File: src/design/io_lamp_pkg.sv
/*
 * Package for the on-board I/O indicator logic: register map, field
 * layouts, reset values, flash timing and the carrier structs.
 * Assumes one 25 MHz system clock and a 32-bit Avalon-MM register bus.
 */
package io_lamp_pkg;

    // ------------------------------------------------------------
    // Sizes
    // ------------------------------------------------------------
    localparam int ANA_CH_N = 5;          // Analog channels
    localparam int DIG_CH_N = 16;         // Digital channels
    localparam int GRP_N    = 2;          // Supply groups

    // ------------------------------------------------------------
    // Timing
    // ------------------------------------------------------------
    localparam int CLK_HZ        = 25_000_000;  // System clock rate
    localparam int FLASH_HALF_MS = 250;         // Half flash period, ms
    localparam int FLASH_HALF_CYC =
        (CLK_HZ / 1000) * FLASH_HALF_MS;        // Cycles per half period
    localparam int FLASH_CW = 24;               // Flash counter width

    // ------------------------------------------------------------
    // Register word indices (word index in byte address bits 3:2)
    // ------------------------------------------------------------
    localparam logic [3:0] ADDR_W   = 4'h4;     // Address width (bits)
    localparam logic [2:0] REG_CTRL = 3'h0;     // Section control
    localparam logic [2:0] REG_STAT = 3'h1;     // Lamp state, read only
    localparam logic [2:0] REG_IRQ  = 3'h2;     // Sticky events, W1C
    localparam logic [2:0] REG_MASK = 3'h3;     // Event mask

    // ------------------------------------------------------------
    // Field positions
    // ------------------------------------------------------------
    localparam int CTRL_ANA_PARAM = 0;   // Valid parameters received
    localparam int CTRL_DIG_READY = 1;   // Digital section ready
    localparam int CTRL_CAL_DONE  = 2;   // Calibration check finished
    localparam int CTRL_CAL_BAD   = 3;   // Calibration invalid/missing
    localparam int EVT_ANA_ERR    = 0;   // Analog error appeared
    localparam int EVT_DIG_DIAG   = 1;   // Digital diagnosis appeared
    localparam int EVT_SUPPLY     = 2;   // A supply group dropped
    localparam int EVT_N          = 3;   // Number of events

    localparam logic [31:0] CTRL_RST = 32'h0000_0000;
    localparam logic [31:0] MASK_RST = 32'h0000_0000;
    localparam logic [31:0] BAD_DATA = 32'hdead_0bad; // Unmapped read

    // ------------------------------------------------------------
    // Carriers
    // ------------------------------------------------------------
    typedef struct packed {
        logic run;      // Run lamp
        logic err;      // Error lamp
    } sect_lamp_type;

    typedef struct packed {
        logic [ANA_CH_N-1:0] enabled;   // Channel parameterised
        logic [ANA_CH_N-1:0] fault;     // Channel error, alarm pending
    } ana_chan_type;

    typedef struct packed {
        logic [ANA_CH_N-1:0] ok;        // Normal colour lamp
        logic [ANA_CH_N-1:0] fault;     // Fault colour lamp
    } ana_lamp_type;

endpackage : io_lamp_pkg

File: src/design/io_lamp.sv
/*
 * On-board I/O status and error indicator logic with an Avalon-MM slave
 * for section control, lamp readback and event interrupts.
 * Assumes status inputs from other clock domains or pins; each is passed
 * through two flip-flops before use. Digital levels arrive already
 * through their own input delay filter.
 */
// What this block does
// RULE_01: Analog startup: run flashes, error off
// RULE_02: Analog parameterised, no error: run steady
// RULE_03: Analog channel error: run on, error flashes
// RULE_04: Analog channel lamp off when disabled
// RULE_05: Faulted analog channel lamp shows fault
// RULE_06: Bad calibration lights maintenance lamp
// RULE_07: Digital startup: run flashes, error off
// RULE_08: Digital ready: run steady, error off
// RULE_09: Digital diagnosis pending: error flashes
// RULE_10: Group lamp lit while supply adequate
// RULE_11: Digital channel lamp mirrors signal level
// RULE_12: Use digital input filter, not counter filter
// RULE_13: One shared free-running flash divider
module io_lamp #(
    // Flash half period in clock cycles; a bench may shorten it
    parameter int FLASH_HALF = io_lamp_pkg::FLASH_HALF_CYC
) (
    // Clock and reset
    input  wire logic                        CLK_SYS_I,
    input  wire logic                        ARST_N_I,
    // Avalon-MM slave
    input  wire logic [io_lamp_pkg::ADDR_W-1:0] AVS_ADDRESS_I,
    input  wire logic                        AVS_READ_I,
    input  wire logic                        AVS_WRITE_I,
    input  wire logic [31:0]                 AVS_WRITEDATA_I,
    input  wire logic [3:0]                  AVS_BYTEENABLE_I,
    output logic      [31:0]                 AVS_READDATA_O,
    output logic                             AVS_WAITREQUEST_O,
    output logic      [1:0]                  AVS_RESPONSE_O,
    // Module status inputs
    input  wire io_lamp_pkg::ana_chan_type   ANA_CHAN_I,
    input  wire logic                        DIG_DIAG_I,
    input  wire logic [io_lamp_pkg::GRP_N-1:0]    SUPPLY_OK_I,
    input  wire logic [io_lamp_pkg::DIG_CH_N-1:0] DIG_LEVEL_I,
    // Lamp drives
    output io_lamp_pkg::sect_lamp_type       ANA_LAMP_O,
    output io_lamp_pkg::sect_lamp_type       DIG_LAMP_O,
    output io_lamp_pkg::ana_lamp_type        CHANNEL_INDICATOR_O,
    output logic                             MAINTENANCE_INDICATOR_O,
    output logic [io_lamp_pkg::GRP_N-1:0]    SUPPLY_GROUP_INDICATOR_O,
    output logic [io_lamp_pkg::DIG_CH_N-1:0] DIG_CHANNEL_INDICATOR_O,
    // Interrupt
    output logic                             IRQ_O
);
    import io_lamp_pkg::*;

    // ------------------------------------------------------------
    // Input synchronisers
    // ------------------------------------------------------------
    localparam int SYNC_W = 2*ANA_CH_N + 1 + GRP_N + DIG_CH_N;

    logic [SYNC_W-1:0] meta_q;     // First stage, read by sync_q only
    logic [SYNC_W-1:0] sync_q;     // Second stage, safe to use
    ana_chan_type      ana_s;      // Synchronised analog status
    logic              dig_diag_s; // Synchronised digital diagnosis
    logic [GRP_N-1:0]  supply_s;   // Synchronised supply detection
    logic [DIG_CH_N-1:0] level_s;  // Synchronised filtered levels

    // Two flops on every external status line
    always_ff @(posedge CLK_SYS_I or negedge ARST_N_I) begin
        if (!ARST_N_I) begin
            meta_q <= '0;
            sync_q <= '0;
        end else begin
            meta_q <= {ANA_CHAN_I, DIG_DIAG_I, SUPPLY_OK_I, DIG_LEVEL_I};
            sync_q <= meta_q;
        end
    end

    assign {ana_s, dig_diag_s, supply_s, level_s} = sync_q;

    // ------------------------------------------------------------
    // Flash divider
    // ------------------------------------------------------------
    logic [FLASH_CW-1:0] flash_cnt_q;  // Half period counter
    logic                flash_q;      // Common flash phase

    // RULE_13 shared divider
    // Free-running so all flashing lamps stay in phase
    always_ff @(posedge CLK_SYS_I or negedge ARST_N_I) begin
        if (!ARST_N_I) begin
            flash_cnt_q <= '0;
            flash_q     <= 1'b0;
        end else if (flash_cnt_q == FLASH_CW'(FLASH_HALF - 1)) begin
            flash_cnt_q <= '0;
            flash_q     <= ~flash_q;
        end else begin
            flash_cnt_q <= flash_cnt_q + 1'b1;
        end
    end

    // ------------------------------------------------------------
    // Register file
    // ------------------------------------------------------------
    logic [31:0]      ctrl_q;   // Section control bits
    logic [EVT_N-1:0] evt_q;    // Sticky events
    logic [EVT_N-1:0] mask_q;   // Event enables
    logic [2:0]       widx;     // Word index
    logic             wr_hit;   // Accepted write
    logic             legal;    // Address maps a register
    logic [31:0]      mask_wd;  // Mask word after lane merge

    function automatic logic [31:0] be_merge(input logic [31:0] old,
                                             input logic [31:0] nw,
                                             input logic [3:0]  be);
        logic [31:0] r;
        r = old;
        for (int b = 0; b < 4; b++) begin
            if (be[b]) begin
                r[8*b +: 8] = nw[8*b +: 8];
            end
        end
        return r;
    endfunction

    // Only two address bits select a word; top index bit stays clear
    assign widx   = {1'b0, AVS_ADDRESS_I[ADDR_W-1:2]};
    assign legal  = (widx <= REG_MASK);
    assign wr_hit = AVS_WRITE_I && !AVS_WAITREQUEST_O;

    // Control register; software reports section progress here
    always_ff @(posedge CLK_SYS_I or negedge ARST_N_I) begin
        if (!ARST_N_I) begin
            ctrl_q <= CTRL_RST;
        end else if (wr_hit && widx == REG_CTRL) begin
            ctrl_q <= be_merge(ctrl_q, AVS_WRITEDATA_I, AVS_BYTEENABLE_I);
        end
    end

    // Mask register
    always_ff @(posedge CLK_SYS_I or negedge ARST_N_I) begin
        if (!ARST_N_I) begin
            mask_q <= MASK_RST[EVT_N-1:0];
        end else if (wr_hit && widx == REG_MASK) begin
            mask_q <= mask_wd[EVT_N-1:0];
        end
    end

    // Merge kept apart; a call result cannot be part-selected
    assign mask_wd = be_merge({29'h0, mask_q}, AVS_WRITEDATA_I,
                              AVS_BYTEENABLE_I);

    // ------------------------------------------------------------
    // Section state
    // ------------------------------------------------------------
    logic ana_param;    // Analog parameters valid
    logic ana_err;      // Any enabled analog channel faulted
    logic dig_ready;    // Digital section ready
    logic dig_err;      // Digital diagnosis pending
    logic ana_err_q;    // Delayed for edge detect
    logic dig_err_q;    // Delayed for edge detect
    logic [GRP_N-1:0] supply_q;    // Delayed for edge detect
    logic [EVT_N-1:0] evt_set;     // Event pulses

    assign ana_param = ctrl_q[CTRL_ANA_PARAM];
    assign dig_ready = ctrl_q[CTRL_DIG_READY];
    assign ana_err   = ana_param && |(ana_s.enabled & ana_s.fault);
    assign dig_err   = dig_ready && dig_diag_s;

    assign evt_set[EVT_ANA_ERR]  = ana_err && !ana_err_q;
    assign evt_set[EVT_DIG_DIAG] = dig_err && !dig_err_q;
    assign evt_set[EVT_SUPPLY]   = |(supply_q & ~supply_s);

    // Edge history for event pulses
    always_ff @(posedge CLK_SYS_I or negedge ARST_N_I) begin
        if (!ARST_N_I) begin
            ana_err_q <= 1'b0;
            dig_err_q <= 1'b0;
            supply_q  <= '0;
        end else begin
            ana_err_q <= ana_err;
            dig_err_q <= dig_err;
            supply_q  <= supply_s;
        end
    end

    // Sticky events; a new event wins over a write-one clear
    always_ff @(posedge CLK_SYS_I or negedge ARST_N_I) begin
        if (!ARST_N_I) begin
            evt_q <= '0;
        end else if (wr_hit && widx == REG_IRQ && AVS_BYTEENABLE_I[0]) begin
            evt_q <= (evt_q & ~AVS_WRITEDATA_I[EVT_N-1:0]) | evt_set;
        end else begin
            evt_q <= evt_q | evt_set;
        end
    end

    // ------------------------------------------------------------
    // Lamp drives, all registered
    // ------------------------------------------------------------
    // Section lamps
    always_ff @(posedge CLK_SYS_I or negedge ARST_N_I) begin
        if (!ARST_N_I) begin
            ANA_LAMP_O <= '0;
            DIG_LAMP_O <= '0;
        end else begin
            // RULE_01 RULE_02 analog run
            ANA_LAMP_O.run <= ana_param ? 1'b1 : flash_q;
            // RULE_03 analog error flash
            ANA_LAMP_O.err <= ana_err && flash_q;
            // RULE_07 RULE_08 digital run
            DIG_LAMP_O.run <= dig_ready ? 1'b1 : flash_q;
            // RULE_09 digital error flash
            DIG_LAMP_O.err <= dig_err && flash_q;
        end
    end

    // Channel, supply and maintenance lamps
    always_ff @(posedge CLK_SYS_I or negedge ARST_N_I) begin
        if (!ARST_N_I) begin
            CHANNEL_INDICATOR_O      <= '0;
            MAINTENANCE_INDICATOR_O  <= 1'b0;
            SUPPLY_GROUP_INDICATOR_O <= '0;
            DIG_CHANNEL_INDICATOR_O  <= '0;
        end else begin
            // RULE_04 channel normal lamp
            CHANNEL_INDICATOR_O.ok <= ana_param ?
                (ana_s.enabled & ~ana_s.fault) : '0;
            // RULE_05 channel fault lamp
            CHANNEL_INDICATOR_O.fault <= ana_param ?
                (ana_s.enabled & ana_s.fault) : '0;
            // RULE_06 calibration check result
            MAINTENANCE_INDICATOR_O <= ctrl_q[CTRL_CAL_DONE] &&
                                       ctrl_q[CTRL_CAL_BAD];
            // RULE_10 supply group lamps
            SUPPLY_GROUP_INDICATOR_O <= supply_s;
            // RULE_11 RULE_12 filtered level mirror
            DIG_CHANNEL_INDICATOR_O <= level_s;
        end
    end

    // ------------------------------------------------------------
    // Bus answers
    // ------------------------------------------------------------
    logic [31:0] status_word;   // Live lamp state for readback

    assign status_word = {
        {(32-7-GRP_N){1'b0}}, SUPPLY_GROUP_INDICATOR_O,
        MAINTENANCE_INDICATOR_O, flash_q,
        DIG_LAMP_O.err, DIG_LAMP_O.run,
        ANA_LAMP_O.err, ANA_LAMP_O.run, ana_err};

    // Zero wait states; every request is taken at once
    assign AVS_WAITREQUEST_O = 1'b0;
    assign AVS_RESPONSE_O    = legal ? 2'h0 : 2'h2;

    // Read mux, combinational so data stands at the accepting edge
    always_comb begin
        unique case (widx)
            REG_CTRL: AVS_READDATA_O = ctrl_q;
            REG_STAT: AVS_READDATA_O = status_word;
            REG_IRQ:  AVS_READDATA_O = {29'h0, evt_q};
            REG_MASK: AVS_READDATA_O = {29'h0, mask_q};
            default:  AVS_READDATA_O = BAD_DATA;
        endcase
    end

    assign IRQ_O = |(evt_q & mask_q);
endmodule // io_lamp

File: config.mk
export PLATFORM = sky130hd
export DESIGN_NAME = io_lamp
export DESIGN_NICKNAME = d
export VERILOG_FILES = /design/src/design/io_lamp_pkg.sv /design/src/design/io_lamp.sv
export SDC_FILE = /design/constraint.sdc
export NUM_CORES = 1
export LEC_CHECK = 0
export ABC_AREA = 1
export BUFFER_PORTS_ARGS = -buffer_cell sky130_fd_sc_hd__buf_2
export CAP_MARGIN = 25
export CORE_ASPECT_RATIO = 1.2
export CORE_UTILIZATION = 48
export DETAILED_ROUTE_END_ITERATION = 7
export GPL_ROUTABILITY_DRIVEN = 0
export PLACE_DENSITY = 0.86
export RECOVER_POWER = 25
export SETUP_SLACK_MARGIN = 0.2
export SLEW_MARGIN = 20
export SYNTH_ARGS = -nofsm -noshare
export SYNTH_HDL_FRONTEND = slang
export SYNTH_SLANG_ARGS = --single-unit
File: constraint.sdc
create_clock -name CLK_SYS_I -period 1.2 [get_ports CLK_SYS_I]
set_input_delay 0.18 -clock CLK_SYS_I [delete_from_list [all_inputs] [get_ports CLK_SYS_I]]
set_output_delay 0.18 -clock CLK_SYS_I [all_outputs]
set_load 0.05 [all_outputs]
==> results.md <==
- Worst skew pair latency: 420 ps
- Mapped Cells: 563
- Critical path endpoint category: primary output
- Compound-cell area share of the yosys netlist: 4.36%
- CTS Root Cell: clkbuf_16
- Clock sinks: 156
- CP startpoint kind: flip-flop
- 1st-iter DRT viols: 345
- GR Util All Layers: 27.5%
- Die width: 103 µm
- Critical Path AT: 1550 ps
- Setup Skew: 12.0 ps
- Place WS: -187 ps
- Sequential area share after synthesis: 66.4%
- Hold Crit Class: input pin to flip-flop
- Yosys warns: 0
- Main combinational cell family by area after synthesis: simple AND/OR/NAND/NOR gates
- Antenna viol nets, final: 0
- Power per cell area: 1450 nW/µm²
- CTS buffer count: 17
- Final hold slack: 25.9 ps
- Final Critical Period: 1730 ps
- # DRC: 0
- Crit-path max FO: 2
- Synth Area in XOR/XNOR: 1.94%
- Synth Register Bits: 156
- I/O pins: 142
- Overall power: 14.1 mW
- Max Slew Vio Count: 0
- Setup Viol. Count Final: 59
- Peak Freq: 0.579 GHz
- Post-route setup slack: -527 ps
- Worst Path Buf+Inv: 2
- Largest net degree at the start of global routing: 62
- Max-Cap Viols: 0
- CP required: 1020 ps
- Area of the multi-input gates: 2380 µm²
- Layout cells sized above 1: 53.7%
- ANT cells: 0
- Drt first pass iters: 6
- Post-synthesis simple-gate area fraction: 19.8%
- Worst slew pin tran: 551 ps
- Slew margin rel.: 63.3%
- Post-Synth Adder-Cell Area: 0.213%
- Status: finished, violations left
- WHS Path Cells: 3
- Max incr delay on CP: 380 ps
- Core box area: 11700 µm²
- Cell Area, Synth: 5880 µm²
- Initial antenna violation count: 0
- Reg area: 3920 µm²
- Die area: 12700 µm²
- Peak supply drop: 1.05 mV
- Clock tree buffer depth: 2
- Critical path class: flip-flop to primary output
- Hold Violations, Final: 0
- R2R cell count: 8
- Cell variety after synth: 34
- Area delta synth->final: 64.8%
- Fillers: 506
- Layout Nets: 902
- R2R Setup Slk: -310 ps
- Row cnt: 43
- Vias in the first global route: 5377
- Reg2reg end: flash_cnt_q[1]$_DFF_PN0_
- Die Span Y: 123 µm
- Worst hold start: AVS_WRITEDATA_I[12]
- Fin crit share: 144%
- Mux cell area share after synthesis: 1.21%
- Critical Path, Cell by Cell: nand2_1 > and3_1 > nand2_1 > nand2_2 > inv_2 > nand2_2 > nand2_4 > buf_8
- Setup tns final: -9440 ps
- Global route overflow: 0
- CP max-delay cell: dfrtp_1
- Overall routed net length: 20100 µm
- I/O Buffers: 135
- Leak Pwr: 4.59 nW
- Clock-pin slew on the worst setup and hold paths: 70 ps
- CTS tree: built
- Starting density of the core: 50.1%
- DR vias: 5387
- Number of H-tree levels: 4
- Hold Path Sink: ctrl_q[12]$_DFFE_PN0P_
- Routed len/inst: 20.1 µm
- Violated checks: negative setup slack
- DPL Wire Length: 9290 µm
- Synth Area per Inst: 10.4 µm²
- Via density: 5.40
- RSZ-0062 raised after global routing: true
- R2r startpoint: flash_cnt_q[1]$_DFF_PN0_
- Critical path's top delay family: simple AND/OR/NAND/NOR gates
- First-pass GRT wire length: 25500 µm
==> kinds of logic after synthesis <==
group,Yosys count
adder cells (fa/ha/maj),1
AND/OR/NAND/NOR,260
buffers and inverters,81
flip-flops,156
other,1
AO/OA/AOI/OAI,46
multiplexers,5
XOR/XNOR,13
==> synth_stat cells (all sizes together) <==
cell       n  area [µm²]
o2111ai    2        17.5
and3       2        13.8
xnor2      4        35.0
nand2    108         445
dfrtp    156        3900
nand4      3        18.8
xor2       9        78.8
ha         1        12.5
a21oi     24         120
a22o       3        26.3
nor2     126         567
nor3       4        20.0
a221oi     1        8.76
o21ai     15        75.1
nand3     15        85.1
o221ai     1        8.76
conb       1        3.75
clkbuf     1        3.75
nand3b     1        7.51
buf       10        86.3
inv       70         263
or2        1        6.26
mux2       5        71.3
==> how the worst max path moves through the flow <==
stage / from / endpoint / slack (ps) / depth (start not counted)
6_report: sync_q[28]$_DFF_PN0_ / AVS_READDATA_O[0] / -530 / 8
2_1_floorplan: flash_cnt_q[0]$_DFF_PN0_ / flash_q$_DFFE_PN0N_ / -120 / 7
5_1_grt: sync_q[28]$_DFF_PN0_ / AVS_READDATA_O[0] / -590 / 8
4_1_cts: sync_q[22]$_DFF_PN0_ / AVS_READDATA_O[0] / -490 / 8
3_5_place_dp: flash_cnt_q[0]$_DFF_PN0_ / flash_cnt_q[14]$_DFF_PN0_ / -190 / 7
3_3_place_gp: sync_q[27]$_DFF_PN0_ / AVS_READDATA_O[0] / -160 / 8
==> worst reg2reg max path, delay by kind of cell, from the launching register on <==
kind,cells,cell delay [ps]
buf+inv,1,60
fa+ha+maj,1,200
simple gates,6,730
flops,1,410
==> routing by layer <==
layer / vias to the layer above / routed length (µm) / GRT usage (%)
met3: 146 / 1350 / 6.50
li1: 2270 / - / -
met2: 335 / 10600 / 52.1
met5: - / 0 / 0
met1: 2636 / 6800 / 27.3
met4: 0 / 1310 / 14.5
==> report_power, final <==
part | switching, mW | leakage (nW) | internal (mW) | total, mW
registers | 0.284 | 1.85 | 5.68 | 5.97
logic | 1.74 | 2.47 | 1.22 | 2.96
clock network | 2.35 | 0.270 | 2.80 | 5.14
==> per-stage QoR <==
stage	util [%]	cells	area (µm²)
floorplan	-	565	6260
global placement	62.6	882	7350
detailed placement	62.6	882	7350
CTS	78.2	982	9170
global route	82.6	998	9690
finish	82.6	998	9690
==> final cells by class <==
class / count / area share (%)
clock inverters: 13 / 1.27
clock buffers: 19 / 4.57
inverters: 70 / 2.85
flip-flops and latches: 156 / 40.5
well taps: 157 / 2.03
multi-input cells: 329 / 24.6
repair buffers: 254 / 24.2
==> sequential cells by signal, summed over array words and instances, names as in the netlist <==
name	flops
ctrl_q	32
ana_err_q	1
sync_q	29
SUPPLY_GROUP_INDICATOR_O	2
DIG_CHANNEL_INDICATOR_O	16
meta_q	29
mask_q	3
ANA_LAMP_O	2
CHANNEL_INDICATOR_O	10
evt_q	3
MAINTENANCE_INDICATOR_O	1
flash_cnt_q	24
dig_err_q	1
flash_q	1
DIG_LAMP_O	2
==> what timing repair did <==
item / CTS / global route
hold buffers: 37 / 0
cloned: 2 / 0
buffers inserted: 29 / 16
endpoints found under the setup margin: 98 / 105
hold endpoints to repair: 192 / 0
pin swaps: 60 / 29
resized for setup: 226 / 111
==> cells in the final DEF, fill, tap and decap left out, types with 4 or more instances in the layout <==
cell / netlist / layout
inv_1: 66 / 31
buf_12: 0 / 6
buf_4: 3 / 55
nor3_2: 0 / 4
inv_8: 0 / 5
a21oi_1: 24 / 20
nand2_4: 4 / 7
inv_6: 0 / 4
buf_2: 0 / 66
nand3_2: 2 / 4
nor2_2: 6 / 31
nor2_1: 113 / 51
inv_2: 4 / 35
dfrtp_2: 0 / 15
clkbuf_16: 0 / 17
mux2_4: 4 / 4
nand2_2: 4 / 26
buf_6: 5 / 61
nand3_1: 13 / 9
nor2_4: 4 / 42
nand2_1: 100 / 70
dlygate4sd3_1: 0 / 37
dfrtp_1: 156 / 141
o21ai_0: 15 / 9
xor2_1: 9 / 7
buf_8: 0 / 26
clkinvlp_4: 0 / 4
nand2_8: 0 / 5
a21oi_2: 0 / 4
Note: power is estimated with default switching activity, not from simulation.
